--- config.mk ---
export PLATFORM = sky130hd
export DESIGN_NAME = bwop_datapath
export DESIGN_NICKNAME = d
export VERILOG_FILES = /design/src/bwop_pkg.sv /design/src/bwop_datapath.sv /design/src/bwop_shifter.sv
export SDC_FILE = /design/constraint.sdc
export NUM_CORES = 1
export LEC_CHECK = 0
export BUFFER_PORTS_ARGS = -buffer_cell sky130_fd_sc_hd__buf_2
export CORE_ASPECT_RATIO = 0.75
export CORE_UTILIZATION = 48
export CTS_CLUSTER_SIZE = 20
export DETAILED_ROUTE_END_ITERATION = 10
export PLACE_DENSITY = 0.66
export SYNTH_ARGS = -nofsm -noshare
export SYNTH_HDL_FRONTEND = slang
export SYNTH_SLANG_ARGS = --single-unit
--- constraint.sdc ---
create_clock -name core_clk -period 3.3 [get_ports core_clk]
set_clock_uncertainty 0.05 [all_clocks]
set_input_delay 0.165 -clock core_clk [delete_from_list [all_inputs] [get_ports core_clk]]
set_output_delay 0.165 -clock core_clk [all_outputs]
set_load 0.05 [all_outputs]
--- src/bwop_pkg.sv ---
`default_nettype none

package bwop_pkg;

  // ------------------------------------------------------------------
  // Elaboration defaults
  // ------------------------------------------------------------------
  localparam int DATA_W = 8;
  localparam int TAKE_N = 4;
  localparam int RANGE_HI = 7;
  localparam int RANGE_LO = 3;
  localparam int BIT_SEL = 4;
  localparam int COND_W = 4;
  localparam int MEM_DEPTH = 4;
  localparam bit OPS_SIGNED = 1'b0;
  localparam int RST_STAGES = 2;

  // ------------------------------------------------------------------
  // Operations
  // ------------------------------------------------------------------
  typedef enum logic [4:0] {
    BWOP_ADD, BWOP_SUB, BWOP_MUL, BWOP_DIV, BWOP_MOD,
    BWOP_AND, BWOP_OR, BWOP_XOR, BWOP_NOT,
    BWOP_SHL, BWOP_SHR,
    BWOP_LAND, BWOP_LOR, BWOP_LNOT,
    BWOP_SEL
  } bwop_op_e;

  typedef struct packed {
    logic eq;
    logic ne;
    logic lt;
    logic gt;
    logic le;
    logic ge;
  } bwop_cmp_s;

  // Smallest r with 2**r >= n
  function automatic int ceiling_log_two(input int n);
    int r;
    r = 0;
    for (int i = 0; i < 31; i++) begin
      if ((1 << i) < n) begin
        r = i + 1;
      end
    end
    return r;
  endfunction

endpackage

`default_nettype wire

--- src/bwop_datapath.sv ---
// Notes on behaviour
// RL1 - Shift result keeps operand width; bits shifted out are discarded.
// RL2 - Right shift fills zeros if unsigned, copies of top bit if signed.
// RL3 - Shift count is ceiling_log_two(width+1) bits wide.
// RL4 - Take gives n low bits, drop gives the rest; n fixed.
// RL5 - Join width is sum of widths; left operand is upper part.
// RL6 - Bit 0 is least significant; ranges are upper:lower, inclusive, fixed.
// RL7 - Stored words give bit ranges on read; writes are whole words only.
// RL8 - Width query is an elaboration constant sizing extractions.
// RL9 - Arithmetic operands share one width and one signedness.
// RL10 - Arithmetic results keep operand width; overflow is dropped.
// RL11 - Comparisons give a one-bit flag, zero-extended before arithmetic.
// RL12 - Mixed-sign compare only after one-bit extension to common signed form.
// RL13 - A multi-bit condition means value not equal to zero.
// RL14 - Logical and, or, not work on one-bit values, wider ones tested.
// RL15 - Bitwise operators keep operand width and signedness.
// RL16 - Selector gives second operand if true, else third; widths match.
// RL17 - Every operator is combinational, registered in the same cycle.
`timescale 1ns/1ps
`default_nettype none

module bwop_datapath #(
  parameter int W = bwop_pkg::DATA_W,
  parameter bit SIGNED_OPS = bwop_pkg::OPS_SIGNED,
  parameter int TAKE_N = bwop_pkg::TAKE_N,
  parameter int RANGE_HI = bwop_pkg::RANGE_HI,
  parameter int RANGE_LO = bwop_pkg::RANGE_LO,
  parameter int BIT_SEL = bwop_pkg::BIT_SEL,
  parameter int COND_W = bwop_pkg::COND_W,
  parameter int MEM_DEPTH = bwop_pkg::MEM_DEPTH,
  parameter int SH_W = bwop_pkg::ceiling_log_two(W + 1),
  parameter int MA_W = bwop_pkg::ceiling_log_two(MEM_DEPTH)
) (
  // Clock and reset
  input wire logic core_clk,
  input wire logic rst_n,
  // Operation and operands
  input wire bwop_pkg::bwop_op_e opSel,
  input wire logic [W-1:0] opA,
  input wire logic [W-1:0] opB,
  input wire logic [SH_W-1:0] shiftCount,
  input wire logic [COND_W-1:0] condValue,
  // Word store
  input wire logic memWrEn,
  input wire logic [MA_W-1:0] memWrAddr,
  input wire logic [W-1:0] memWrData,
  input wire logic [MA_W-1:0] memRdAddr,
  // Results
  output logic [W-1:0] result_ff,
  output logic [TAKE_N-1:0] take_ff,
  output logic [W-TAKE_N-1:0] drop_ff,
  output logic [2*W-1:0] join_ff,
  output logic [RANGE_HI-RANGE_LO:0] range_ff,
  output logic bit_ff,
  output bwop_pkg::bwop_cmp_s cmp_ff,
  output logic mixGt_ff,
  output logic [RANGE_HI-RANGE_LO:0] memField_ff,
  output logic memBit_ff
);

  // ------------------------------------------------------------------
  // Reset release
  // ------------------------------------------------------------------
  logic [bwop_pkg::RST_STAGES-1:0] rstPipe_ff;
  logic rstSyncN;

  always_ff @(posedge core_clk or negedge rst_n) begin
    if (!rst_n) begin
      rstPipe_ff <= '0;
    end else begin
      rstPipe_ff <= {rstPipe_ff[bwop_pkg::RST_STAGES-2:0], 1'b1};
    end
  end

  assign rstSyncN = rstPipe_ff[bwop_pkg::RST_STAGES-1];

  // ------------------------------------------------------------------
  // Helpers
  // ------------------------------------------------------------------
  // Wide value reduced to a one-bit truth value
  function automatic logic nonZero(input logic [W-1:0] v);
    return v != '0; // RL13
  endfunction

  // One-bit flag zero-extended to operand width
  function automatic logic [W-1:0] widenFlag(input logic f);
    return {{(W-1){1'b0}}, f}; // RL11
  endfunction

  // ------------------------------------------------------------------
  // Shifter
  // ------------------------------------------------------------------
  // Count width covers zero up to the full width
  logic [W-1:0] shiftOut; // RL3

  bwop_shifter #(
    .W(W),
    .SIGNED_OPS(SIGNED_OPS),
    .SH_W(SH_W)
  ) u_shifter (
    .value(opA),
    .amount(shiftCount),
    .toRight(opSel == bwop_pkg::BWOP_SHR),
    .shifted(shiftOut)
  );

  // ------------------------------------------------------------------
  // Comparators
  // ------------------------------------------------------------------
  // One signedness parameter covers both operands, so a mismatched
  // pairing cannot be built
  logic isLt;
  logic isGt;
  logic [W:0] extA;
  logic [W:0] extB;
  logic nxt_mixGt;
  bwop_pkg::bwop_cmp_s nxt_cmp;

  always_comb begin
    if (SIGNED_OPS) begin
      isLt = $signed(opA) < $signed(opB); // RL12
      isGt = $signed(opA) > $signed(opB); // RL12
    end else begin
      isLt = opA < opB; // RL12
      isGt = opA > opB; // RL12
    end
    nxt_cmp.eq = opA == opB; // RL11
    nxt_cmp.ne = opA != opB;
    nxt_cmp.lt = isLt;
    nxt_cmp.gt = isGt;
    nxt_cmp.le = !isGt;
    nxt_cmp.ge = !isLt;
  end

  // Operand B read with the opposite signedness; both sides widened
  // by one bit so the signed compare is exact
  always_comb begin
    if (SIGNED_OPS) begin
      extA = {opA[W-1], opA}; // RL12
      extB = {1'b0, opB}; // RL12
    end else begin
      extA = {1'b0, opA}; // RL12
      extB = {opB[W-1], opB}; // RL12
    end
    nxt_mixGt = $signed(extA) > $signed(extB); // RL12
  end

  // ------------------------------------------------------------------
  // Operator select
  // ------------------------------------------------------------------
  logic [W-1:0] nxt_result;
  logic condTrue;

  assign condTrue = condValue != '0; // RL13

  always_comb begin
    nxt_result = '0;
    unique case (opSel)
      bwop_pkg::BWOP_ADD: nxt_result = opA + opB; // RL10
      bwop_pkg::BWOP_SUB: nxt_result = opA - opB; // RL10
      bwop_pkg::BWOP_MUL: nxt_result = opA * opB; // RL10
      bwop_pkg::BWOP_DIV: begin
        // Zero divisor gives zero rather than an undefined value
        if (opB == '0) begin
          nxt_result = '0;
        end else if (SIGNED_OPS) begin
          nxt_result = W'($signed(opA) / $signed(opB)); // RL9
        end else begin
          nxt_result = opA / opB; // RL9
        end
      end
      bwop_pkg::BWOP_MOD: begin
        if (opB == '0) begin
          nxt_result = opA;
        end else if (SIGNED_OPS) begin
          nxt_result = W'($signed(opA) % $signed(opB)); // RL9
        end else begin
          nxt_result = opA % opB; // RL9
        end
      end
      bwop_pkg::BWOP_AND: nxt_result = opA & opB; // RL15
      bwop_pkg::BWOP_OR: nxt_result = opA | opB; // RL15
      bwop_pkg::BWOP_XOR: nxt_result = opA ^ opB; // RL15
      bwop_pkg::BWOP_NOT: nxt_result = ~opA; // RL15
      bwop_pkg::BWOP_SHL: nxt_result = shiftOut; // RL1
      bwop_pkg::BWOP_SHR: nxt_result = shiftOut; // RL2
      bwop_pkg::BWOP_LAND: begin
        nxt_result = widenFlag(nonZero(opA) && nonZero(opB)); // RL14
      end
      bwop_pkg::BWOP_LOR: begin
        nxt_result = widenFlag(nonZero(opA) || nonZero(opB)); // RL14
      end
      bwop_pkg::BWOP_LNOT: nxt_result = widenFlag(!nonZero(opA)); // RL14
      bwop_pkg::BWOP_SEL: nxt_result = condTrue ? opA : opB; // RL16
      default: nxt_result = '0;
    endcase
  end

  // ------------------------------------------------------------------
  // Word store
  // ------------------------------------------------------------------
  // Whole words only; no partial write path exists
  logic [W-1:0] memWord [MEM_DEPTH];
  logic [W-1:0] memRdWord;

  always_ff @(posedge core_clk) begin
    if (memWrEn) begin
      memWord[memWrAddr] <= memWrData; // RL7
    end
  end

  assign memRdWord = memWord[memRdAddr];

  always_ff @(posedge core_clk or negedge rstSyncN) begin
    if (!rstSyncN) begin
      memField_ff <= '0;
      memBit_ff <= 1'b0;
    end else begin
      memField_ff <= memRdWord[RANGE_HI:RANGE_LO]; // RL7
      memBit_ff <= memRdWord[BIT_SEL]; // RL7
    end
  end

  // ------------------------------------------------------------------
  // Result registers
  // ------------------------------------------------------------------
  always_ff @(posedge core_clk or negedge rstSyncN) begin
    if (!rstSyncN) begin
      result_ff <= '0;
      cmp_ff <= '0;
      mixGt_ff <= 1'b0;
    end else begin
      result_ff <= nxt_result; // RL17
      cmp_ff <= nxt_cmp; // RL17
      mixGt_ff <= nxt_mixGt; // RL17
    end
  end

  // Slice sizes follow the destination width at elaboration
  always_ff @(posedge core_clk or negedge rstSyncN) begin
    if (!rstSyncN) begin
      take_ff <= '0;
      drop_ff <= '0;
      join_ff <= '0;
      range_ff <= '0;
      bit_ff <= 1'b0;
    end else begin
      take_ff <= opA[$bits(take_ff)-1:0]; // RL8
      drop_ff <= opA[W-1:TAKE_N]; // RL4
      join_ff <= {opA, opB}; // RL5
      range_ff <= opA[RANGE_HI:RANGE_LO]; // RL6
      bit_ff <= opA[BIT_SEL]; // RL6
    end
  end

  // ------------------------------------------------------------------
  // Checks
  // ------------------------------------------------------------------
  // Checks arm one edge after outputs leave reset, so reset values
  // are never judged as results
  logic chkArmed_ff;

  always_ff @(posedge core_clk or negedge rstSyncN) begin
    if (!rstSyncN) begin
      chkArmed_ff <= 1'b0;
    end else begin
      chkArmed_ff <= 1'b1;
    end
  end
endmodule

`default_nettype wire

--- src/bwop_shifter.sv ---
`timescale 1ns/1ps
`default_nettype none

module bwop_shifter #(
  parameter int W = bwop_pkg::DATA_W,
  parameter bit SIGNED_OPS = bwop_pkg::OPS_SIGNED,
  parameter int SH_W = bwop_pkg::ceiling_log_two(W + 1)
) (
  // Operand and count
  input wire logic [W-1:0] value,
  input wire logic [SH_W-1:0] amount,
  input wire logic toRight,
  // Result
  output logic [W-1:0] shifted
);

  // Result keeps the operand width; bits pushed out are lost
  always_comb begin
    if (!toRight) begin
      shifted = value << amount; // RL1
    end else if (SIGNED_OPS) begin
      shifted = W'($signed(value) >>> amount); // RL2
    end else begin
      shifted = value >> amount; // RL2
    end
  end

endmodule

`default_nettype wire
==> results_dict.tcl, run 1 <==
set metrics [dict create \
    violations "design-rule violations, negative setup slack" \
    vias_per_cell 6.246 \
    finalSetupViolations 8 \
    clock.fmax_ghz 0.1004 \
    placedCellCount 1162 \
    clk_latency_ns 0.33 \
    grt_usage_pct 37.92 \
    vias 7664 \
    cp_max_fo 6 \
    die_area_mm2 0.01459 \
    stdcell_area_mm2 0.009878 \
    finalSetupTns_ns -51.66 \
    instances_no_fill 1227 \
    min_from "memWrData[3]" \
    synth_mux_area_share_pct 6.893 \
    ys.flop_type "dfrtp_1" \
    most-common-layout-cells "buf_4 (203), buf_2 (89), nor2_1 (77)" \
    async_reset_ff_share_pct 65.52 \
    holdPathEnd "memWord[3][3]" \
    crit_slowest_cell "or4_4" \
    clockBufferDepth 2 \
    seqPwrFrac_pct 19.8 \
    endpoint_kind "flip-flop" \
    synth-seq-cells 58 \
    synth_top_family_by_area "compound AO/OA/AOI/OAI gates" \
    place_congestion 1.013 \
    crit_path_max_incr_delay_ns 0.57 \
    synth-xor-area-share_pct 4.269 \
    io_buffer_count 91 \
    hold_violations 0 \
    drc 9 \
    grt_pass1_wl_um 41880 \
    syn_nets 919 \
    grt.overflow.total 0 \
    hold_depth 1 \
    rows 37 \
    start_util_pct 49.24 \
    drt-pass1-iter-count 8 \
    timing.rr.end "memField_ff[0]" \
    start_kind "input pin" \
    r2r_start "memWord[3][3]" \
    cts_tree "built" \
    netlist_instances 779 \
    power.density_mw_per_mm2 419.1 \
    critPathKind "in -> reg" \
    die_w_um 139.1 \
    register_area_mm2 0.001553 \
    min-delay-path-class "in -> reg" \
    drive_above_1_share_pct 41.44 \
    yosys.area_share.adder_pct 19.40 \
    dpl_cell_area_mm2 0.008693 \
    comb_power_share_pct 55.0 \
    totalWireLength_um 28480 \
    htree_levels 3 \
    tightestPinTransition_ns 0.9315 \
    io_pins 95 \
    drt-wirelength-per-cell_um 23.21 \
    netlist_area_mm2 0.006770 \
    area_growth_pct 45.91 \
    dp_worst_setup_slack_ns -6.975 \
    fin_crit_sh_pct 301.7 \
    r2r_cells 1 \
    cp.arrival_ns 10.11 \
    multi_input_area_mm2 0.005487 \
    max_cap_viol_count 0 \
    required_ns 3.46 \
    synth-seq-area-share_pct 22.92 \
    core_mm2 0.01375 \
    synth_area_per_cell_um2 8.691 \
    final_common_cell "buf_4" \
    rrSetupSlack_ns 2.28 \
    die_y_um 104.9 \
    grt_pass1_vias 7399 \
    hpwl_um 20410 \
    status "finished, violations left" \
    yosys_warnings 0 \
    fill_cells 991 \
    path_clk_slew_ns 0.06 \
    antenna_found_initial 0 \
    drv_slew 0 \
    synth.distinct_cells 81 \
    diodes 0 \
    drtAntennaViolNets 0 \
    crit_start "opB[7]" \
    synth_compound_area_share_pct 21.86 \
    peakVddDrop_mv 0.4527 \
    cts_num_sinks 58 \
    yosys.area_share.simple_pct 18.35 \
    slew_headroom_pct 37.77 \
    drtIter0Drc 717 \
    whs_ns 0.01623 \
    fin_crit_ns 9.956 \
    switchingPower_mw 1.668 \
    ctsRootBufferMaster "clkbuf_16" \
    grt_setup_unrepaired "true" \
    power.share.clock_pct 25.1 \
    sw_frac_of_total_pct 40.29 \
    internal_power_mw 2.472 \
    nNetsFinal 1187 \
    grt_start_max_net_pins 37 \
    numCtsBuffers 9 \
    fin_ws_ns -6.656 \
    synth_edf_count 20 \
    leakagePower_nw 4.525 \
]
==> per-stage QoR <==
stage          power (mW)  utilization, %
2_1_floorplan       2.037               -
3_3_place_gp        2.692           63.23
3_5_place_dp        2.740           63.23
4_1_cts             3.965           69.29
5_1_grt             4.321           71.84
6_report            4.140           71.84
==> power groups by stage <==
stage                     Clock (mW)  Combinational, mW  Sequential (mW)
final                           1.04               2.28            0.821
after global routing            1.09               2.40            0.827
after CTS                       1.05               2.09            0.822
after detailed placement           0               1.91            0.835
after global placement             0               1.86            0.832
after floorplan                    0               1.07            0.964
==> critical path, delay by kind of cell <==
family | cells | cell delay (ns)
AOI/OAI and AO/OA | 18 | 3.75
buffers and inverters | 6 | 0.74
adders and majority gates | 7 | 1.92
muxes | 5 | 1.50
xor gates and xnor gates | 1 | 0.26
and+or+nand+nor | 11 | 1.76
==> flip-flops by register name (all words and copies together), names as in the netlist <==
| register | count |
|---|---|
| cmp_ff | 6 |
| drop_ff | 1 |
| join_ff | 11 |
| memField_ff | 5 |
| memWord | 20 |
| mixGt_ff | 1 |
| range_ff | 4 |
| result_ff | 8 |
| rstPipe_ff | 2 |
==> cells in the mapped netlist, types with 10 or more instances <==
library cell  count  area share (%)
o211ai_1         11             1.2
mux2i_1          14             2.1
nor2_1           84             4.7
nor3_1           26             1.9
mux4_2           10             3.3
edfxtp_1         20             8.9
inv_1            48             2.7
xnor2_1          25             3.2
o21a_1           10             1.1
buf_4            15             1.7
nand2_1          57             3.2
clkbuf_1         25             1.4
a211oi_1         11             1.2
a21oi_1          34             2.5
ha_1             81              15
o21ai_0          37             2.7
nand3_1          14             1.0
dfrtp_1          38              14
fa_1             15             4.4
a21o_1           12             1.3
==> per-layer routing <==
layer  GRT usage (%)  vias up  wire length (um)
met1           51.26     3710             11660
met2           58.66      472             12720
met3           8.020       83              2936
li1                -     3399                 -
met5               0        -                 0
met4           16.19        0              1157
==> final cells by class <==
type                            count  share of cell area (%)
Multi-Input combinational cell    625                   55.54
Timing Repair Buffer              304                   21.34
Sequential cell                    58                   15.72
Clock buffer                        9                   2.280
Tap cell                          175                   2.217
Inverter                           49                   1.862
Clock inverter                      7                   1.039
==> how the worst max path moves through the flow <==
stage,endpoint,slack (ns),cells after the start
floorplan,result_ff[0],-6.03,48
global placement,result_ff[5],-6.59,45
finish,result_ff[5],-6.66,48
CTS,result_ff[1],-6.12,48
detailed placement,result_ff[5],-6.97,45
global route,result_ff[5],-6.97,48
==> timing repair <==
action                                 in CTS  in global routing
gates resized for setup                    45                 39
setup buffers                              31                 14
hold buffers                                3                  1
setup endpoints to repair                   8                  8
pin swaps                                  48                 54
endpoints found under the hold margin      10                  2
==> cell families (layout without fill, tap and decap cells) <==
logic type	count (synthesis)	after routing
flops	58	58
compound gates	212	212
xor+xnor	33	33
other cells	1	1
buf+inv	96	369
simple gates	250	250
mux	33	33
fa+ha+maj	96	96
Note: power is estimated with default switching activity, not from simulation.
==> run 2: changes to the inputs <==
- REMOVE_ABC_BUFFERS: unset -> 1
==> run 2 against run 1 <==
  * The run still ends with design-rule violations, negative setup slack left
  * Die area did not move
  * Largest power group unchanged
  * Register-to-register slack barely moved
  * Critical endpoint unchanged
  * Power fell by 1.7%
  * Largest cell class unchanged
  * Wire length rose by 1.3%
==> results_dict.tcl, run 2 (synthesis results as in run 1) <==
set metrics [dict create \
    status "finished, violations left" \
    violations "design-rule violations, negative setup slack" \
    rows 37 \
    instances_no_fill 1238 \
    power.density_mw_per_mm2 411.4 \
    holdPathEnd "memWord[1][4]" \
    fill_cells 1007 \
    io_pins 95 \
    area_growth_pct 46.07 \
    totalWireLength_um 28850 \
    place_congestion 1.016 \
    grt_setup_unrepaired "true" \
    required_ns 3.47 \
    most-common-layout-cells "buf_4 (214), buf_2 (89), nor2_1 (76)" \
    core_mm2 0.01375 \
    endpoint_kind "flip-flop" \
    die_area_mm2 0.01459 \
    cp_max_fo 4 \
    antenna_found_initial 0 \
    r2r_cells 1 \
    numCtsBuffers 9 \
    post-route-util_pct 71.93 \
    drive_above_1_share_pct 42.05 \
    start_util_pct 49.24 \
    placedCellCount 1181 \
    rrSetupSlack_ns 2.28 \
    register_area_mm2 0.001551 \
    r2r_start "memWord[3][3]" \
    power.share.clock_pct 22.8 \
    largest_register_ffs 20 \
    start_kind "input pin" \
    diodes 0 \
    dp_worst_setup_slack_ns -7.420 \
    whs_ns 0.006811 \
    grt_pass1_vias 7381 \
    crit_top_cell "ha_4" \
    grt.overflow.total 0 \
    hpwl_um 20580 \
    drv_slew 0 \
    drtIter0Drc 890 \
    path_clk_slew_ns 0.05 \
    drt-wirelength-per-cell_um 23.31 \
    max_cap_viol_count 0 \
    clk_latency_ns 0.33 \
    power_mw 4.068 \
    fin_crit_ns 9.974 \
    drc 10 \
    drtAntennaViolNets 0 \
    grt_pass1_wl_um 42680 \
    slew_headroom_pct 30.85 \
    sw_frac_of_total_pct 40.43 \
    finalSetupTns_ns -52.64 \
    ctsRootBufferMaster "clkbuf_16" \
    internal_power_mw 2.423 \
    fin_crit_sh_pct 302.2 \
    die_w_um 139.1 \
    comb_power_share_pct 57.1 \
    switchingPower_mw 1.645 \
    min_from "memWrData[4]" \
    final_common_cell "buf_4" \
    clockBufferDepth 2 \
    hold_depth 1 \
    grt_usage_pct 38.61 \
    regMostFlops "memWord" \
    stdcell_area_mm2 0.009889 \
    fin_ws_ns -6.674 \
    min-delay-path-class "in -> reg" \
    cts_num_sinks 58 \
    hold_violations 0 \
    timing.rr.end "memField_ff[0]" \
    clock.fmax_ghz 0.1003 \
    cp.arrival_ns 10.15 \
    drt-pass1-iter-count 11 \
    leakagePower_nw 4.566 \
    crit_slowest_cell "or4_4" \
    critPathKind "in -> reg" \
    multi_input_area_mm2 0.005455 \
    nNetsFinal 1198 \
    grt_start_max_net_pins 37 \
    finalSetupViolations 8 \
    reg.largest.list "memWord (20), join_ff (11), result_ff (8)" \
    tightestPinTransition_ns 1.035 \
    seqPwrFrac_pct 20.0 \
    crit_path_max_incr_delay_ns 0.56 \
    vias 7751 \
    die_y_um 104.9 \
    cts_tree "built" \
    dpl_cell_area_mm2 0.008586 \
    io_buffer_count 91 \
    peakVddDrop_mv 0.2985 \
    htree_levels 3 \
    vias_per_cell 6.261 \
]
run 2: cell count changes in the layout (fill, tap and decap cells not counted), sizes merged:
| cell | delta |
|---|---|
| buf | +12 |
| clkinv | -2 |
| bufinv | -1 |
| clkbuf | +1 |
| clkinvlp | +1 |
| dlygate4sd3 | -1 |
| inv | +1 |
run 2: power groups by stage:
stage | clock network (mW) | logic, mW | registers (mW)
after floorplan | 0 | 0.897 | 1.00
after global placement | 0 | 1.79 | 0.824
after detailed placement | 0 | 1.83 | 0.826
after CTS | 0.941 | 2.11 | 0.814
after global routing | 0.970 | 2.45 | 0.818
final | 0.929 | 2.32 | 0.814
run 2: final cells by class:
class                   count  share of cell area (%)
flip-flops and latches     58                   15.69
clock inverters             6                  0.6579
multi-input cells         625                   55.16
inverters                  49                   1.885
well taps                 175                   2.214
repair buffers            315                   22.08
clock buffers              10                   2.315
run 2: worst max-delay path: cells and delay by family:
| family | cells | cell delay (ns) |
|---|---|---|
| simple gates | 6 | 1.35 |
| mux | 3 | 0.99 |
| buf+inv | 6 | 0.82 |
| fa+ha+maj | 7 | 1.88 |
| compound gates | 27 | 4.92 |
run 2: how the worst max path moves through the flow:
stage / startpoint / endpoint / slack [ns] / cells past startpoint
after floorplan: opB[5] / result_ff[0] / -7.07 / 45
final: opB[4] / result_ff[5] / -6.67 / 49
after global placement: opB[7] / result_ff[0] / -7.11 / 48
after CTS: opB[5] / result_ff[1] / -6.19 / 49
after detailed placement: opB[7] / result_ff[0] / -7.42 / 49
after global routing: opB[4] / result_ff[5] / -6.98 / 49
run 2: per-layer routing:
layer,share of wire [%],wire (um),global-route usage [%]
met5,0,0,0
met4,2.8,795,9.444
met3,11,3266,8.570
met2,43,12280,57.54
met1,43,12510,56.27
run 2: timing repair:
item | in CTS | in global routing
hold endpoints to repair | 10 | 0
endpoints found under the setup margin | 8 | 8
resized for setup | 93 | 43
buffers inserted | 27 | 13
pin swaps | 69 | 45
hold buffers | 3 | 0
